### src/verilog/stl_pkg.sv
/*
 * Constants for the health-monitoring subcommand responder:
 * subcommand codes, signatures, sector layout and state encodings.
 * Assumes a task-file front end that decodes the health command.
 */
package stl_pkg;

	// ----------------------------------------------------------------
	// Subcommand codes and signatures
	// ----------------------------------------------------------------
	localparam logic [7:0] STL_SUB_RD_THR = 8'hd1;
	localparam logic [7:0] STL_SUB_RET_STATUS = 8'hda;
	localparam logic [7:0] STL_SUB_RD_LOG = 8'hd5;
	localparam logic [7:0] STL_SUB_WR_LOG = 8'hd6;
	localparam logic [7:0] STL_SIG_LO = 8'h4f;
	localparam logic [7:0] STL_SIG_HI = 8'hc2;
	localparam logic [7:0] STL_BAD_LO = 8'hf4;
	localparam logic [7:0] STL_BAD_HI = 8'h2c;

	// ----------------------------------------------------------------
	// Log addresses
	// ----------------------------------------------------------------
	localparam logic [7:0] STL_LOG_DIR = 8'h00;
	localparam logic [7:0] STL_LOG_VEND_FIRST = 8'h80;
	localparam logic [7:0] STL_LOG_VEND_LAST = 8'h9f;
	localparam logic [7:0] STL_LOG_RSV0 = 8'ha0;
	localparam logic [7:0] STL_LOG_RSV1 = 8'ha1;
	localparam logic [7:0] STL_LOG_RSV2 = 8'ha2;

	// ----------------------------------------------------------------
	// Sector layout
	// ----------------------------------------------------------------
	localparam logic [8:0] STL_LAST_IDX = 9'h1ff;
	localparam logic [7:0] STL_THR_VER_LO = 8'h10;
	localparam logic [8:0] STL_ENT_FIRST = 9'h002;
	localparam logic [8:0] STL_ENT_END = 9'h16a;
	localparam logic [8:0] STL_ENT_LEN = 9'h00c;
	localparam logic [7:0] STL_DIR_VER = 8'h01;
	localparam logic [8:0] STL_DIR_FEAT_IDX = 9'h00a;
	localparam logic [7:0] STL_DIR_FEAT_CNT = 8'h01;
	localparam logic [8:0] STL_DIR_VEND_FIRST = 9'h100;
	localparam logic [8:0] STL_DIR_VEND_LAST = 9'h13f;
	localparam logic [7:0] STL_DIR_VEND_CNT = 8'h10;
	localparam logic [8:0] STL_DIR_RSV0_IDX = 9'h140;
	localparam logic [7:0] STL_DIR_RSV0_CNT = 8'h04;
	localparam logic [8:0] STL_DIR_RSV1_IDX = 9'h142;
	localparam logic [8:0] STL_DIR_RSV2_IDX = 9'h144;
	localparam logic [7:0] STL_DIR_RSV_CNT = 8'h01;

	// Attribute identifiers in entry order; entries 13 to 29 are empty
	localparam logic [7:0] STL_ID_SPARE = 8'hc4;
	localparam logic [7:0] STL_ID_ERASE = 8'he5;
	localparam int STL_NUM_IDS = 13;
	localparam logic [7:0] STL_IDS [STL_NUM_IDS] = '{
		8'hc4, 8'hd5, 8'he5, 8'hcb, 8'hcc, 8'hc7, 8'he8,
		8'h0c, 8'hf1, 8'hf2, 8'hd6, 8'hd7, 8'hc2};

	// ----------------------------------------------------------------
	// Types
	// ----------------------------------------------------------------
	typedef enum logic [1:0] {
		STL_ST_IDLE = 2'b00,
		STL_ST_READ = 2'b01,
		STL_ST_WRITE = 2'b10
	} stl_state_t;

	typedef enum logic [1:0] {
		STL_SEC_THR = 2'b00,
		STL_SEC_DIR = 2'b01,
		STL_SEC_ZERO = 2'b10
	} stl_sector_t;

	localparam logic [7:0] STL_ZERO_B = 8'h00;
	localparam logic [8:0] STL_IDX_RST = 9'h000;
endpackage

### src/verilog/stl_sector_gen.sv
/*
 * Byte generator for the threshold and log-directory sectors.
 * Purely combinational; the caller registers the byte and adds the checksum.
 */
`timescale 1ns/1ps
module stl_sector_gen
	import stl_pkg::*;
(
	// Selection
	input wire stl_sector_t kind_i,
	input wire logic [8:0] idx_i,
	// Format-time thresholds
	input wire logic [7:0] spare_thr_i,
	input wire logic [7:0] erase_thr_i,
	// Byte
	output logic [7:0] byte_o
);
	logic [8:0] rel;
	logic [8:0] ent;
	logic [8:0] off;

	always_comb begin
		rel = idx_i - STL_ENT_FIRST;
		ent = rel / STL_ENT_LEN;
		off = rel % STL_ENT_LEN;
		byte_o = STL_ZERO_B;
		case (kind_i)
			STL_SEC_THR: begin
				if (idx_i == 9'h000) begin
					byte_o = STL_THR_VER_LO;
				end else if (idx_i >= STL_ENT_FIRST && idx_i < STL_ENT_END &&
					ent < 9'(STL_NUM_IDS)) begin
					if (off == 9'h000) begin
						byte_o = STL_IDS[ent[3:0]];
					end else if (off == 9'h001 && STL_IDS[ent[3:0]] == STL_ID_SPARE) begin
						byte_o = spare_thr_i;
					end else if (off == 9'h001 && STL_IDS[ent[3:0]] == STL_ID_ERASE) begin
						byte_o = erase_thr_i;
					end
				end
			end
			STL_SEC_DIR: begin
				// Every unassigned directory byte stays zero
				if (idx_i == 9'h000) begin
					byte_o = STL_DIR_VER;
				end else if (idx_i == STL_DIR_FEAT_IDX) begin
					byte_o = STL_DIR_FEAT_CNT;
				end else if (idx_i >= STL_DIR_VEND_FIRST && idx_i <= STL_DIR_VEND_LAST &&
					!idx_i[0]) begin
					byte_o = STL_DIR_VEND_CNT;
				end else if (idx_i == STL_DIR_RSV0_IDX) begin
					byte_o = STL_DIR_RSV0_CNT;
				end else if (idx_i == STL_DIR_RSV1_IDX || idx_i == STL_DIR_RSV2_IDX) begin
					byte_o = STL_DIR_RSV_CNT;
				end
			end
			default: begin
				byte_o = STL_ZERO_B;
			end
		endcase
	end
endmodule

### src/verilog/stl_responder.sv
/*
 * Health-monitoring subcommand responder: threshold sector, health
 * verdict, log directory, log reads and log write permission.
 * Assumes the task-file front end and the threshold flags run on core_clk_i.
 */
`timescale 1ns/1ps
// Operation
// - Act only with signature 4Fh/C2h loaded.
// - Read-thresholds sends exactly one 512-byte sector.
// - Version 0010h, 30 entries, zeros, checksum.
// - Spare and erase entries carry format thresholds.
// - Other entries: identifier then eleven zeros.
// - Exceeded threshold returns F4h/2Ch in cylinders.
// - Healthy leaves 4Fh/C2h in cylinder registers.
// - Recognise directory, vendor and reserved log addresses.
// - Directory: version 1, feature log one sector.
// - Vendor logs report sixteen sectors each.
// - Reserved logs report four, one, one sectors.
// - Unassigned directory bytes read as zero.
// - Write-log accepts vendor-specific addresses only.
module stl_responder
	import stl_pkg::*;
(
	// Clock and reset
	input wire logic core_clk_i,
	input wire logic rst_i,
	// Subcommand request
	input wire logic cmd_valid_i,
	input wire logic [7:0] subcmd_i,
	input wire logic [7:0] cyl_lo_i,
	input wire logic [7:0] cyl_hi_i,
	input wire logic [7:0] log_addr_i,
	// Health inputs
	input wire logic [7:0] spare_thr_i,
	input wire logic [7:0] erase_thr_i,
	input wire logic spare_exceeded_i,
	input wire logic erase_exceeded_i,
	// Completion
	output logic done_o,
	output logic err_o,
	output logic [7:0] cyl_lo_o,
	output logic [7:0] cyl_hi_o,
	// Sector read stream
	output logic [7:0] rd_data_o,
	output logic rd_valid_o,
	output logic rd_last_o,
	input wire logic rd_ready_i,
	// Sector write stream
	input wire logic [7:0] wr_data_i,
	input wire logic wr_valid_i,
	output logic wr_ready_o,
	// Log storage write port
	output logic log_wr_en_o,
	output logic [7:0] log_wr_log_o,
	output logic [8:0] log_wr_idx_o,
	output logic [7:0] log_wr_byte_o
);
	// ----------------------------------------------------------------
	// State
	// ----------------------------------------------------------------
	stl_state_t state_q, state_d;
	stl_sector_t kind_q, kind_d;
	logic [8:0] idx_q, idx_d;
	logic [7:0] sum_q, sum_d;
	logic done_q, done_d, err_q, err_d;
	logic [7:0] cyl_lo_q, cyl_lo_d, cyl_hi_q, cyl_hi_d;
	logic [7:0] rd_data_q, rd_data_d;
	logic rd_valid_q, rd_valid_d, rd_last_q, rd_last_d;
	logic wr_ready_q, wr_ready_d;
	logic log_wr_en_q, log_wr_en_d;
	logic [7:0] log_q, log_d;
	logic [8:0] log_idx_q, log_idx_d;
	logic [7:0] log_byte_q, log_byte_d;
	logic [7:0] gen_byte;
	logic sig_ok, is_vend, is_rsv;

	stl_sector_gen u_gen (
		.kind_i(kind_q),
		.idx_i(idx_q),
		.spare_thr_i(spare_thr_i),
		.erase_thr_i(erase_thr_i),
		.byte_o(gen_byte)
	);

	// ----------------------------------------------------------------
	// Next state
	// ----------------------------------------------------------------
	always_comb begin
		sig_ok = (cyl_lo_i == STL_SIG_LO) && (cyl_hi_i == STL_SIG_HI);
		is_vend = (log_addr_i >= STL_LOG_VEND_FIRST) && (log_addr_i <= STL_LOG_VEND_LAST);
		is_rsv = (log_addr_i == STL_LOG_RSV0) || (log_addr_i == STL_LOG_RSV1) ||
			(log_addr_i == STL_LOG_RSV2);
		state_d = state_q;
		kind_d = kind_q;
		idx_d = idx_q;
		sum_d = sum_q;
		done_d = 1'b0;
		err_d = 1'b0;
		cyl_lo_d = cyl_lo_q;
		cyl_hi_d = cyl_hi_q;
		rd_data_d = rd_data_q;
		rd_valid_d = rd_valid_q;
		rd_last_d = rd_last_q;
		wr_ready_d = wr_ready_q;
		log_wr_en_d = 1'b0;
		log_d = log_q;
		log_idx_d = log_idx_q;
		log_byte_d = log_byte_q;
		case (state_q)
			STL_ST_IDLE: begin
				if (cmd_valid_i) begin
					idx_d = STL_IDX_RST;
					sum_d = STL_ZERO_B;
					cyl_lo_d = cyl_lo_i;
					cyl_hi_d = cyl_hi_i;
					if (!sig_ok) begin
						err_d = 1'b1;
					end else if (subcmd_i == STL_SUB_RET_STATUS) begin
						done_d = 1'b1;
						if (spare_exceeded_i || erase_exceeded_i) begin
							cyl_lo_d = STL_BAD_LO;
							cyl_hi_d = STL_BAD_HI;
						end else begin
							cyl_lo_d = STL_SIG_LO;
							cyl_hi_d = STL_SIG_HI;
						end
					end else if (subcmd_i == STL_SUB_RD_THR) begin
						kind_d = STL_SEC_THR;
						state_d = STL_ST_READ;
					end else if (subcmd_i == STL_SUB_RD_LOG) begin
						// Log bodies are outside this block, so they read as zeros
						if (log_addr_i == STL_LOG_DIR) begin
							kind_d = STL_SEC_DIR;
							state_d = STL_ST_READ;
						end else if (is_vend || is_rsv) begin
							kind_d = STL_SEC_ZERO;
							state_d = STL_ST_READ;
						end else begin
							err_d = 1'b1;
						end
					end else if (subcmd_i == STL_SUB_WR_LOG) begin
						if (is_vend) begin
							log_d = log_addr_i;
							wr_ready_d = 1'b1;
							state_d = STL_ST_WRITE;
						end else begin
							err_d = 1'b1;
						end
					end else begin
						err_d = 1'b1;
					end
				end
			end
			STL_ST_READ: begin
				if (!rd_valid_q || rd_ready_i) begin
					if (rd_valid_q && rd_last_q) begin
						rd_valid_d = 1'b0;
						rd_last_d = 1'b0;
						done_d = 1'b1;
						state_d = STL_ST_IDLE;
					end else begin
						if (kind_q == STL_SEC_THR && idx_q == STL_LAST_IDX) begin
							rd_data_d = 8'h00 - sum_q;
						end else begin
							rd_data_d = gen_byte;
						end
						sum_d = sum_q + rd_data_d;
						rd_valid_d = 1'b1;
						rd_last_d = (idx_q == STL_LAST_IDX);
						idx_d = idx_q + 9'h001;
					end
				end
			end
			STL_ST_WRITE: begin
				if (wr_valid_i && wr_ready_q) begin
					log_wr_en_d = 1'b1;
					log_idx_d = idx_q;
					log_byte_d = wr_data_i;
					idx_d = idx_q + 9'h001;
					if (idx_q == STL_LAST_IDX) begin
						wr_ready_d = 1'b0;
						done_d = 1'b1;
						state_d = STL_ST_IDLE;
					end
				end
			end
			default: begin
				state_d = STL_ST_IDLE;
				rd_valid_d = 1'b0;
				wr_ready_d = 1'b0;
			end
		endcase
	end

	// ----------------------------------------------------------------
	// Registers
	// ----------------------------------------------------------------
	always_ff @(posedge core_clk_i) begin
		if (rst_i) begin
			state_q <= STL_ST_IDLE;
			kind_q <= STL_SEC_THR;
			idx_q <= STL_IDX_RST;
			sum_q <= STL_ZERO_B;
			done_q <= 1'b0;
			err_q <= 1'b0;
			cyl_lo_q <= STL_ZERO_B;
			cyl_hi_q <= STL_ZERO_B;
			rd_data_q <= STL_ZERO_B;
			rd_valid_q <= 1'b0;
			rd_last_q <= 1'b0;
			wr_ready_q <= 1'b0;
			log_wr_en_q <= 1'b0;
			log_q <= STL_ZERO_B;
			log_idx_q <= STL_IDX_RST;
			log_byte_q <= STL_ZERO_B;
		end else begin
			state_q <= state_d;
			kind_q <= kind_d;
			idx_q <= idx_d;
			sum_q <= sum_d;
			done_q <= done_d;
			err_q <= err_d;
			cyl_lo_q <= cyl_lo_d;
			cyl_hi_q <= cyl_hi_d;
			rd_data_q <= rd_data_d;
			rd_valid_q <= rd_valid_d;
			rd_last_q <= rd_last_d;
			wr_ready_q <= wr_ready_d;
			log_wr_en_q <= log_wr_en_d;
			log_q <= log_d;
			log_idx_q <= log_idx_d;
			log_byte_q <= log_byte_d;
		end
	end

	assign done_o = done_q;
	assign err_o = err_q;
	assign cyl_lo_o = cyl_lo_q;
	assign cyl_hi_o = cyl_hi_q;
	assign rd_data_o = rd_data_q;
	assign rd_valid_o = rd_valid_q;
	assign rd_last_o = rd_last_q;
	assign wr_ready_o = wr_ready_q;
	assign log_wr_en_o = log_wr_en_q;
	assign log_wr_log_o = log_q;
	assign log_wr_idx_o = log_idx_q;
	assign log_wr_byte_o = log_byte_q;
endmodule

### config.mk
export PLATFORM = sky130hd
export DESIGN_NAME = stl_responder
export DESIGN_NICKNAME = d
export VERILOG_FILES = /design/src/verilog/stl_pkg.sv /design/src/verilog/stl_sector_gen.sv /design/src/verilog/stl_responder.sv
export SDC_FILE = /design/constraint.sdc
export NUM_CORES = 1
export LEC_CHECK = 0
export BUFFER_PORTS_ARGS = -buffer_cell sky130_fd_sc_hd__buf_2
export CORE_MARGIN = 3
export CORE_UTILIZATION = 45
export CTS_CLUSTER_DIAMETER = 150
export DETAILED_ROUTE_END_ITERATION = 8
export PLACE_DENSITY_LB_ADDON = 0.1
export SETUP_SLACK_MARGIN = 0.3
export SYNTH_ARGS = -nofsm -noshare
export SYNTH_HDL_FRONTEND = slang
export SYNTH_SLANG_ARGS = --single-unit
### constraint.sdc
create_clock -name core_clk_i -period 9.3 [get_ports core_clk_i]
set_input_delay 0.93 -clock core_clk_i [delete_from_list [all_inputs] [get_ports core_clk_i]]
set_output_delay 0.93 -clock core_clk_i [all_outputs]
set_load 0.05 [all_outputs]
# Word-level counts from Yosys, hierarchy flattened
# Memories as Yosys holds them, arrays and structs flattened.
# Cells that the tools add are included.
word_totals:
  register_bits: 76
  romBits: 128
  out_inout_bits: 55
  word_cells: 199
  mem_count: 1
classes:
  n_addsub: 4
  n_div: 2
  order_cmp: 8
  eq_ne: 35
  mux: 81
  n_bitwise: 10
  n_reduce_logical: 42
memory_table:
  columns: ["name", "depth", "width", "rd", "rd_ports_with_merged_regs", "wr", "line", "rtl"]
  rows:
  - ["(no name shown)", 16, 8, 1, 0, 0, "stl_sector_gen.sv:37", "end else if (off == 9'h001 && STL_IDS[ent[3:0]] == STL_ID_ERASE) begin"]
ops:
  columns: ["cell", "count"]
  rows:
  - ["8-bit two-way mux", 24]
  - ["8-bit == test, second input constant", 10]
  - ["9-bit == test, second input constant", 4]
  - ["9-bit two-way mux", 4]
  - ["2-bit two-way mux", 17]
  - ["8-bit one-hot mux with 2 select lines", 2]
  - ["1-bit two-way mux", 29]
  - ["9-bit one-hot mux with 3 select lines", 1]
  - ["2-bit inequality test, second input constant", 12]
  - ["10-bit AND reduction", 2]
  - ["9-bit zero test", 2]
  - ["1-bit logical AND", 11]
  - ["9-bit by 1-bit adder with 9-bit output, second input constant", 1]
  - ["9-bit by 4-bit divider with 9-bit output, second input constant", 1]
  - ["9-bit by 1-bit == test with 1-bit output, second input constant", 1]
  - ["9-bit by 4-bit == test with 1-bit output, second input constant", 1]
  - ["9-bit by 2-bit greater-or-equal comparator with 1-bit output, second input constant", 1]
  - ["9-bit greater-or-equal comparator, second input constant", 1]
  - ["9-bit <= comparator, second input constant", 1]
  - ["9-bit by 4-bit less-than comparator with 1-bit output, second input constant", 1]
  - ["9-bit less-than comparator, second input constant", 1]
  - ["9-bit by 4-bit modulo with 9-bit output, second input constant", 1]
  - ["1-bit inverter", 9]
  - ["9-bit by 2-bit subtractor with 9-bit output, second input constant", 1]
  - ["28 further kinds", 44]

# Depth between registers and ports, before layout
# Gate-level depths: netlist of the first run.
depth:
  word_depth: 22
  depth_mapped: 34

# Hierarchy
# From an unflattened synthesis of the first run, not the netlist that was laid out.
unflattened:
  cells_unflattened: 706
  area_unflattened_um2: 5454.0
modules_own_cells:
  columns: ["module", "instances", "cells_each", "area_each_um2", "seq_area_each_um2"]
  rows:
  - ["stl_responder", 1, 420, 3648.5, 1521.5]
  - ["stl_sector_gen", 1, 286, 1805.5, 0.0]

# Worst setup path before layout of the first run
# No wires, ideal clock.
synth_timing:
  kind: "reg2reg"
  from: "register idx_q[2]"
  to: "register sum_q[7]"
  setup_time_ps: 64
  arrival_ps: 6490
  path_slack_ps: 2746
  stages_incl_launch_ff: 34
  path_buffers: 3
  cell_sequence: "dfxtp_1 -> clkbuf_1 -> inv_1 -> ha_1 -> clkbuf_1 -> clkbuf_1 -> xnor2_1 -> xnor2_1 -> a211oi_1 -> nor4_1 -> a311oi_1 -> a21oi_1 -> or3_1 -> ha_1 -> nor2_1 -> nand3_1 -> a21o_1 -> a211o_1 -> nor3_4 -> a221oi_2 -> a211oi_2 -> a21oi_1 -> inv_1 -> ha_1 -> a21o_1 -> a21o_1 -> a21o_1 -> a21oi_1 -> nor2b_1 -> o21ai_0 -> nor2b_1 -> nand3_1 -> mux2_1 -> nand4_1"
synth_via:
  elab_chain_cells: 22
  word_cells_on_any_way: 49
synth_rtl:
  columns: ["item", "line", "rtl"]
  rows:
  - ["from (decl)", "stl_responder.sv:63", "logic [8:0] idx_q, idx_d;"]
  - ["from (signal assigned)", "stl_responder.sv:219", "idx_q <= idx_d;"]
  - ["9-bit by 2-bit subtractor with 9-bit output", "stl_sector_gen.sv:23", "rel = idx_i - STL_ENT_FIRST;"]
  - ["9-bit by 4-bit divider with 9-bit output", "stl_sector_gen.sv:24", "ent = rel / STL_ENT_LEN;"]
  - ["4-bit inverter with 5-bit output (not written as such)", "stl_sector_gen.sv:34, stl_sector_gen.sv:35, stl_sector_gen.sv:37", null]
  - ["memory 16 x 8 bit", null, null]
  - ["8-bit two-way mux (not written as such) (2 in a row)", "stl_sector_gen.sv:34", "byte_o = STL_IDS[ent[3:0]];"]
  - ["8-bit == test", "stl_sector_gen.sv:37", null]
  - ["1-bit logical AND", "stl_sector_gen.sv:37", null]
  - ["8-bit two-way mux", "stl_sector_gen.sv:37", null]
  - ["[5 not listed]", null, null]
  - ["8-bit two-way mux (*)", "stl_responder.sv:162", "if (kind_q == STL_SEC_THR && idx_q == STL_LAST_IDX) begin"]
  - ["8-bit two-way mux (*)", "stl_responder.sv:156", "if (rd_valid_q && rd_last_q) begin"]
  - ["8-bit two-way mux (*)", "stl_responder.sv:155", "if (!rd_valid_q || rd_ready_i) begin"]
  - ["8-bit two-way mux (*)", "stl_responder.sv:109", "case (state_q)"]
  - ["8-bit adder (*)", "stl_responder.sv:167", "sum_d = sum_q + rd_data_d;"]
  - ["8-bit two-way mux (*)", "stl_responder.sv:156", null]
  - ["8-bit two-way mux (*)", "stl_responder.sv:155", null]
  - ["8-bit one-hot mux with 2 select lines (*)", "stl_responder.sv:109", null]
  - ["to (signal assigned)", "stl_responder.sv:220", "sum_q <= sum_d;"]
  - ["to (decl)", "stl_responder.sv:64", "logic [7:0] sum_q, sum_d;"]
# Every way passes the cells marked *; elsewhere a longest branch is shown, timed or not. The select of a mux whose other input is x is not followed.
# A chain may end at the register's enable or synchronous reset.

# Worst setup path after layout of the first run
# Ends and elaborated chain as after synthesis.

==> results of run 1 <==
[layout make-up]
cell class	instances	area [um^2]
clock buffers	10	239
clock inverters	6	92.6
fillers	1271	5880
inverters	20	75.1
multi-input cells	672	4190
flip-flops and latches	76	1520
well taps	172	215
repair buffers	128	668
[path summary, 6_finish.rpt]
check,to,slack [ns],cells after the start
max,sum_q[7]$_SDFFE_PP0P_,1.69,30
min,rd_data_o[2]$_SDFFE_PP0P_,0.45,2
max reg2reg,sum_q[7]$_SDFFE_PP0P_,1.69,30
min reg2reg,rd_data_o[2]$_SDFFE_PP0P_,0.45,2
[cell usage after synthesis, types with 5 or more instances]
master    count  area [um^2]
a211o_1       6         52.6
a211oi_1     15          113
a21o_1        8         60.1
a21oi_1      52          260
a221oi_1      6         52.6
a22oi_1      15          113
a311oi_1      7         61.3
a31oi_1       6         37.5
and2_1       11         68.8
and3_1        9         56.3
buf_1         9         33.8
buf_2         8         40.0
clkbuf_1     42          158
dfxtp_1      76         1520
ha_1         26          325
inv_1        19         71.3
mux2i_1      13          130
nand2_1     102          383
nand2b_1      9         56.3
nand3_1      26          130
nand4_1      10         62.6
nor2_1      109          409
nor2b_1      14         87.6
nor3_1       29          145
nor3b_1       6         45.0
nor4_1       15         93.8
o211ai_1      5         37.5
o21ai_0      31          155
o21ai_1       8         40.0
or3_1        13         81.3
xnor2_1      21          184
xor2_1        8         70.1
[routing by layer]
| layer | vias up | GRT usage, % |
|---|---|---|
| li1 | 3168 | - |
| met1 | 2964 | 31.9 |
| met2 | 220 | 39.0 |
| met3 | 37 | 4.50 |
| met4 | 0 | 8.68 |
| met5 | - | 0 |
[worst register-to-register path: cells and delay by family, from the launching register on]
kind	cells	cell delay (ns)
AOI/OAI and AO/OA	13	2.77
and+or+nand+nor	9	1.86
adders and majority gates	3	0.76
xor gates and xnor gates	1	0.72
buffers and inverters	3	0.64
DFF	1	0.47
muxes	1	0.34
[power by group through the flow]
stage / registers [mW] / logic (mW) / clock network (mW)
after CTS: 0.333 / 0.102 / 0.392
after floorplan: 0.355 / 0.0539 / 0
final: 0.333 / 0.103 / 0.384
after global routing: 0.333 / 0.112 / 0.408
after global placement: 0.340 / 0.101 / 0
after detailed placement: 0.340 / 0.102 / 0
[stage by stage]
step	hold slack (ns)	utilization [%]	instances	total power [mW]	instance area, um^2
detailed placement	0.448	51.8	1068	0.442	6670
global route	0.475	54.3	1084	0.854	7000
finish	0.452	54.3	1084	0.819	7000
floorplan	0.497	-	828	0.409	6020
CTS	0.457	54.3	1084	0.828	7000
global placement	0.438	51.8	1068	0.440	6670
[registers in the layout, summed over array words and instances, names as in the netlist, 2 cells and up]
name / count
log_wr_log_o: 8
cyl_lo_o: 8
cyl_hi_o: 8
kind_q: 2
log_wr_idx_o: 9
log_wr_byte_o: 8
state_q: 2
sum_q: 8
idx_q: 9
rd_data_o: 8
[logic make-up (layout without fill, tap and decap cells)]
family	after synthesis	in the layout	share of synthesized area, %
buf+inv	80	164	5.22
flops	76	76	25.3
xor+xnor	30	30	4.49
compound gates	210	210	24.1
mux	19	19	3.28
fa+ha+maj	27	27	5.73
simple gates	386	386	31.9
==> impl_metrics.ini, run 1 <==
[hold_path]
hp-start = rd_data_o[2]$_SDFFE_PP0P_
hold_class = reg2reg

[setup_path]
critPathSlowestCell = xnor2_2
end_kind = flop
r2r-start = idx_q[2]$_SDFFE_PP0P_
crit_buf_inv = 3
start_kind = flop
path_class = reg2reg
critPathTopFamily = compound AO/OA/AOI/OAI gates
critPathMaxStageDelay_ns = 0.71
required_ns = 9.58
critPathMostFrequentCell = a21o_1
cp_data_arrival_time_ns = 7.88
path_max_fanout = 32
crit_start = idx_q[2]$_SDFFE_PP0P_

[cts]
cts_made_buffers = 9
cts_sinks = 76
hold_buffers = 0
cts.path.max_buffers = 2
cts-root-buf = clkbuf_16
clkLatencyLatePin_ns = 0.34
cts_tree = yes
cts_max_level = 3
cts-resized-gates = 0
cts_setup_buffers = 0
clk_pin_slew_ns = 0.06

[floorplanning]
dieHeight_um = 122
die_x_um = 122
fp.coreArea_um2 = 12900
ioPinCount = 118
die_area_um2 = 14800
rows = 41
start_util_pct = 46.8

[pwr]
pwr-share-clk_pct = 46.8
vdd_drop_max_uv = 79.1
leakagePower_nw = 2.92
p_int_mw = 0.611
swShare_pct = 25.5
p_sw_mw = 0.209
comb_power_share_pct = 12.5
p_seq_share_pct = 40.6
powerDensity_nw_per_um2 = 117

[timing]
timing.fmax_ghz = 0.131
setup_viol = 0
rsz0062_at_grt = false
finalSetupTns_ns = 0
maxSlewViolCount = 0
period_needed_ns = 7.61
hold_viol = 0
fin_skew_ns = 0.0128
relSlewSlack_pct = 42.6
tightestPinTransition_ns = 0.857
period_share_pct = 81.8
finalWorstSetupSlack_ns = 1.69

[logic_synthesis]
synthesis.nets = 918
synth_ff_type = dfxtp_1
syn-instance-count = 828
synth_seq_area_share_pct = 25.3
ys_seq_elements = 76
synth_area_per_cell_um2 = 7.27
async_flop_share_pct = 0
ys.warnings.count = 0
synth.distinct_cells = 82
netlist_area_um2 = 6020
synth_edf_count = 0

[global_route]
grt_use_total_pct = 24.0
antenna_found_initial = 0
grt-ovfl-total = 0
grt_first_pass_wirelength_um = 29200
grt_pass1_vias = 6001
grt_max_degree = 71

[routing]
drc_errors = 0
vias = 6389
dr_wl_met3_um = 972
drt-pass1-iter-count = 5
wl_met2_um = 8660
dr.first_iter.drc_count = 475
wl_met1_um = 7980
postRouteAntennaNets = 0
wl_um = 18000
drt-vias-per-instance = 5.89
drt-wirelength-per-cell_um = 16.6
top_layer = met4

[final_layout]
drive_gt1_share_pct = 19.0
layout_common_cells = 117 x buf_2, 109 x nor2_1, 102 x nand2_1, 76 x dfxtp_1, 52 x a21oi_1
antennaDiodeCount = 0
area_growth_pct = 16.2
final_common_cell = buf_2
fin_nets = 997

[place]
portBuffers = 117
dp_slack_ns = 1.84
gp_congestion = 0.954
hpwl_um = 13500

[flow_run]
cap_violations = 0

[status]
status = complete, no violations
Power figures use the tool's default switching activity.
==> inputs of run 2 (changes only) <==
==> constraint.sdc (replaced) <==
create_clock -name core_clk_i -period 7.25 [get_ports core_clk_i]
set_input_delay 0.725 -clock core_clk_i [delete_from_list [all_inputs] [get_ports core_clk_i]]
set_output_delay 0.725 -clock core_clk_i [all_outputs]
set_load 0.05 [all_outputs]
==> run 2 against run 1 <==
Flip-flop and latch count stayed put. Non-clock buffer count rose by 18. First-iteration DRC count is 81% higher. Count of clock-buffer cells in the layout rose by 1. Total power increased by 28%. Cell count rose by 1.7%. Register-to-register slack worse by 0.97 ns. Critical path type unchanged.
==> impl_metrics.ini, run 2 (synthesized netlist as in run 1, its figures left out) <==
[setup_path]
path_max_fanout = 13
critPathMostFrequentCell = a21o_1
critPathTopFamily = simple AND/OR/NAND/NOR gates
end_kind = flop
cp_data_arrival_time_ns = 6.81
required_ns = 7.53
critPathSlowestCell = or4_4
critPathMaxStageDelay_ns = 0.60
path_class = reg2reg
crit_buf_inv = 2
r2r_setup_slack_ns = 0.72
start_kind = flop

[global_route]
gr-usage-met3_pct = 5.15
grt_pass1_vias = 6192
grt_use_total_pct = 24.9
grtUsageMet2_pct = 40.9
grt_max_degree = 71
grt-ovfl-total = 0
grt_first_pass_wirelength_um = 30200
busiest_layer = met2
grtUsageMet1_pct = 32.1
antenna_found_initial = 0

[timing]
tightestPinTransition_ns = 1.20
period_share_pct = 90.1
maxSlewViolCount = 0
relSlewSlack_pct = 19.7
hold_viol = 0
period_needed_ns = 6.53
finalWorstSetupSlack_ns = 0.721
timing.fmax_ghz = 0.153
fin_skew_ns = 0.00816
rsz0062_at_grt = false
finalSetupTns_ns = 0
setup_viol = 0

[flow_run]
cap_violations = 0

[pwr]
p_sw_mw = 0.265
pwr-share-clk_pct = 46.3
p_seq_share_pct = 40.6
comb_power_share_pct = 13.0
powerDensity_nw_per_um2 = 146
p_int_mw = 0.786
swShare_pct = 25.2
vdd_drop_max_uv = 153
leakagePower_nw = 3.03

[final_layout]
fill_cells = 1248
fin_nets = 1015
fin_util_pct = 56.0
final_common_cell = buf_2
antennaDiodeCount = 0
drive_gt1_share_pct = 21.6
area_growth_pct = 19.8
layout_common_cells = 117 x buf_2, 109 x nor2_1, 102 x nand2_1, 75 x dfxtp_1, 51 x a21oi_1

[routing]
drt-wirelength-per-cell_um = 17.0
drt-pass1-iter-count = 6
drt-vias-per-instance = 6.01
wl_um = 18700
dr.first_iter.drc_count = 860
postRouteAntennaNets = 0
drc_errors = 0
vias = 6620

[hold_path]
hold_class = reg2reg

[floorplanning]
rows = 41
dieHeight_um = 122
die_area_um2 = 14800
fp.coreArea_um2 = 12900
ioPinCount = 118
die_x_um = 122
start_util_pct = 46.8

[cts]
cts.path.max_buffers = 2
cts_made_buffers = 9
cts_tree = yes
cts_max_level = 3
cts_sinks = 76
clkLatencyLatePin_ns = 0.34
cts-root-buf = clkbuf_16
clk_pin_slew_ns = 0.06

[place]
hpwl_um = 14000
gp_congestion = 1.00
portBuffers = 117
dp_slack_ns = 0.464

[status]
status = complete, no violations
-- run 2: power by group through the flow --
stage                     Combinational [mW]  Sequential [mW]  Clock [mW]
final                                  0.137            0.427       0.487
after global routing                   0.150            0.427       0.517
after CTS                              0.134            0.427       0.498
after detailed placement               0.134            0.436           0
after global placement                 0.132            0.436           0
after floorplan                       0.0691            0.456           0
-- run 2: cell type report --
cell class                      count  area [um^2]  area share [%]
Clock inverter                      5         82.6            1.15
Multi-Input combinational cell    672         4240            58.8
Sequential cell                    76         1520            21.1
Tap cell                          172          215            2.98
Clock buffer                       11          243            3.37
Timing Repair Buffer              146          836            11.6
Inverter                           20         75.1            1.04
-- run 2: what timing repair did --
action / in CTS / in global routing
buffers inserted: 0 / 1
setup endpoints to repair: 0 / 2
gates resized for setup: 0 / 16
hold buffers: 0 / 0
-- run 2: worst paths after layout --
check,start,end,depth (start not counted)
worst min register to register,log_wr_idx_o[0]$_SDFFE_PP0P_,log_wr_idx_o[0]$_SDFFE_PP0P_,2
worst max register to register,idx_q[2]$_SDFFE_PP0P_,sum_q[7]$_SDFFE_PP0P_,29
worst max-delay path,idx_q[2]$_SDFFE_PP0P_,sum_q[7]$_SDFFE_PP0P_,29
worst min-delay path,log_wr_idx_o[0]$_SDFFE_PP0P_,log_wr_idx_o[0]$_SDFFE_PP0P_,2
-- run 2: metrics by stage --
stage          total power, mW  cell area (um^2)  hold slack (ns)  std cells
2_1_floorplan            0.525              6020            0.497        828
3_3_place_gp             0.568              6820            0.440       1085
3_5_place_dp             0.570              6820            0.444       1085
4_1_cts                   1.06              7140            0.452       1101
5_1_grt                   1.09              7210            0.475       1102
6_report                  1.05              7210            0.452       1102
-- run 2: per-layer routing --
metal | wire length [um] | up-vias
met5 | 0 | -
met2 | 8810 | 256
met1 | 8010 | 3110
li1 | - | 3202
met3 | 1290 | 52
met4 | 573 | 0
-- run 2: worst min-delay path: stages (launching register included) --
cell and delay (ns):
dfxtp_1 0.30, nand2_1 0.05, a21oi_1 0.05
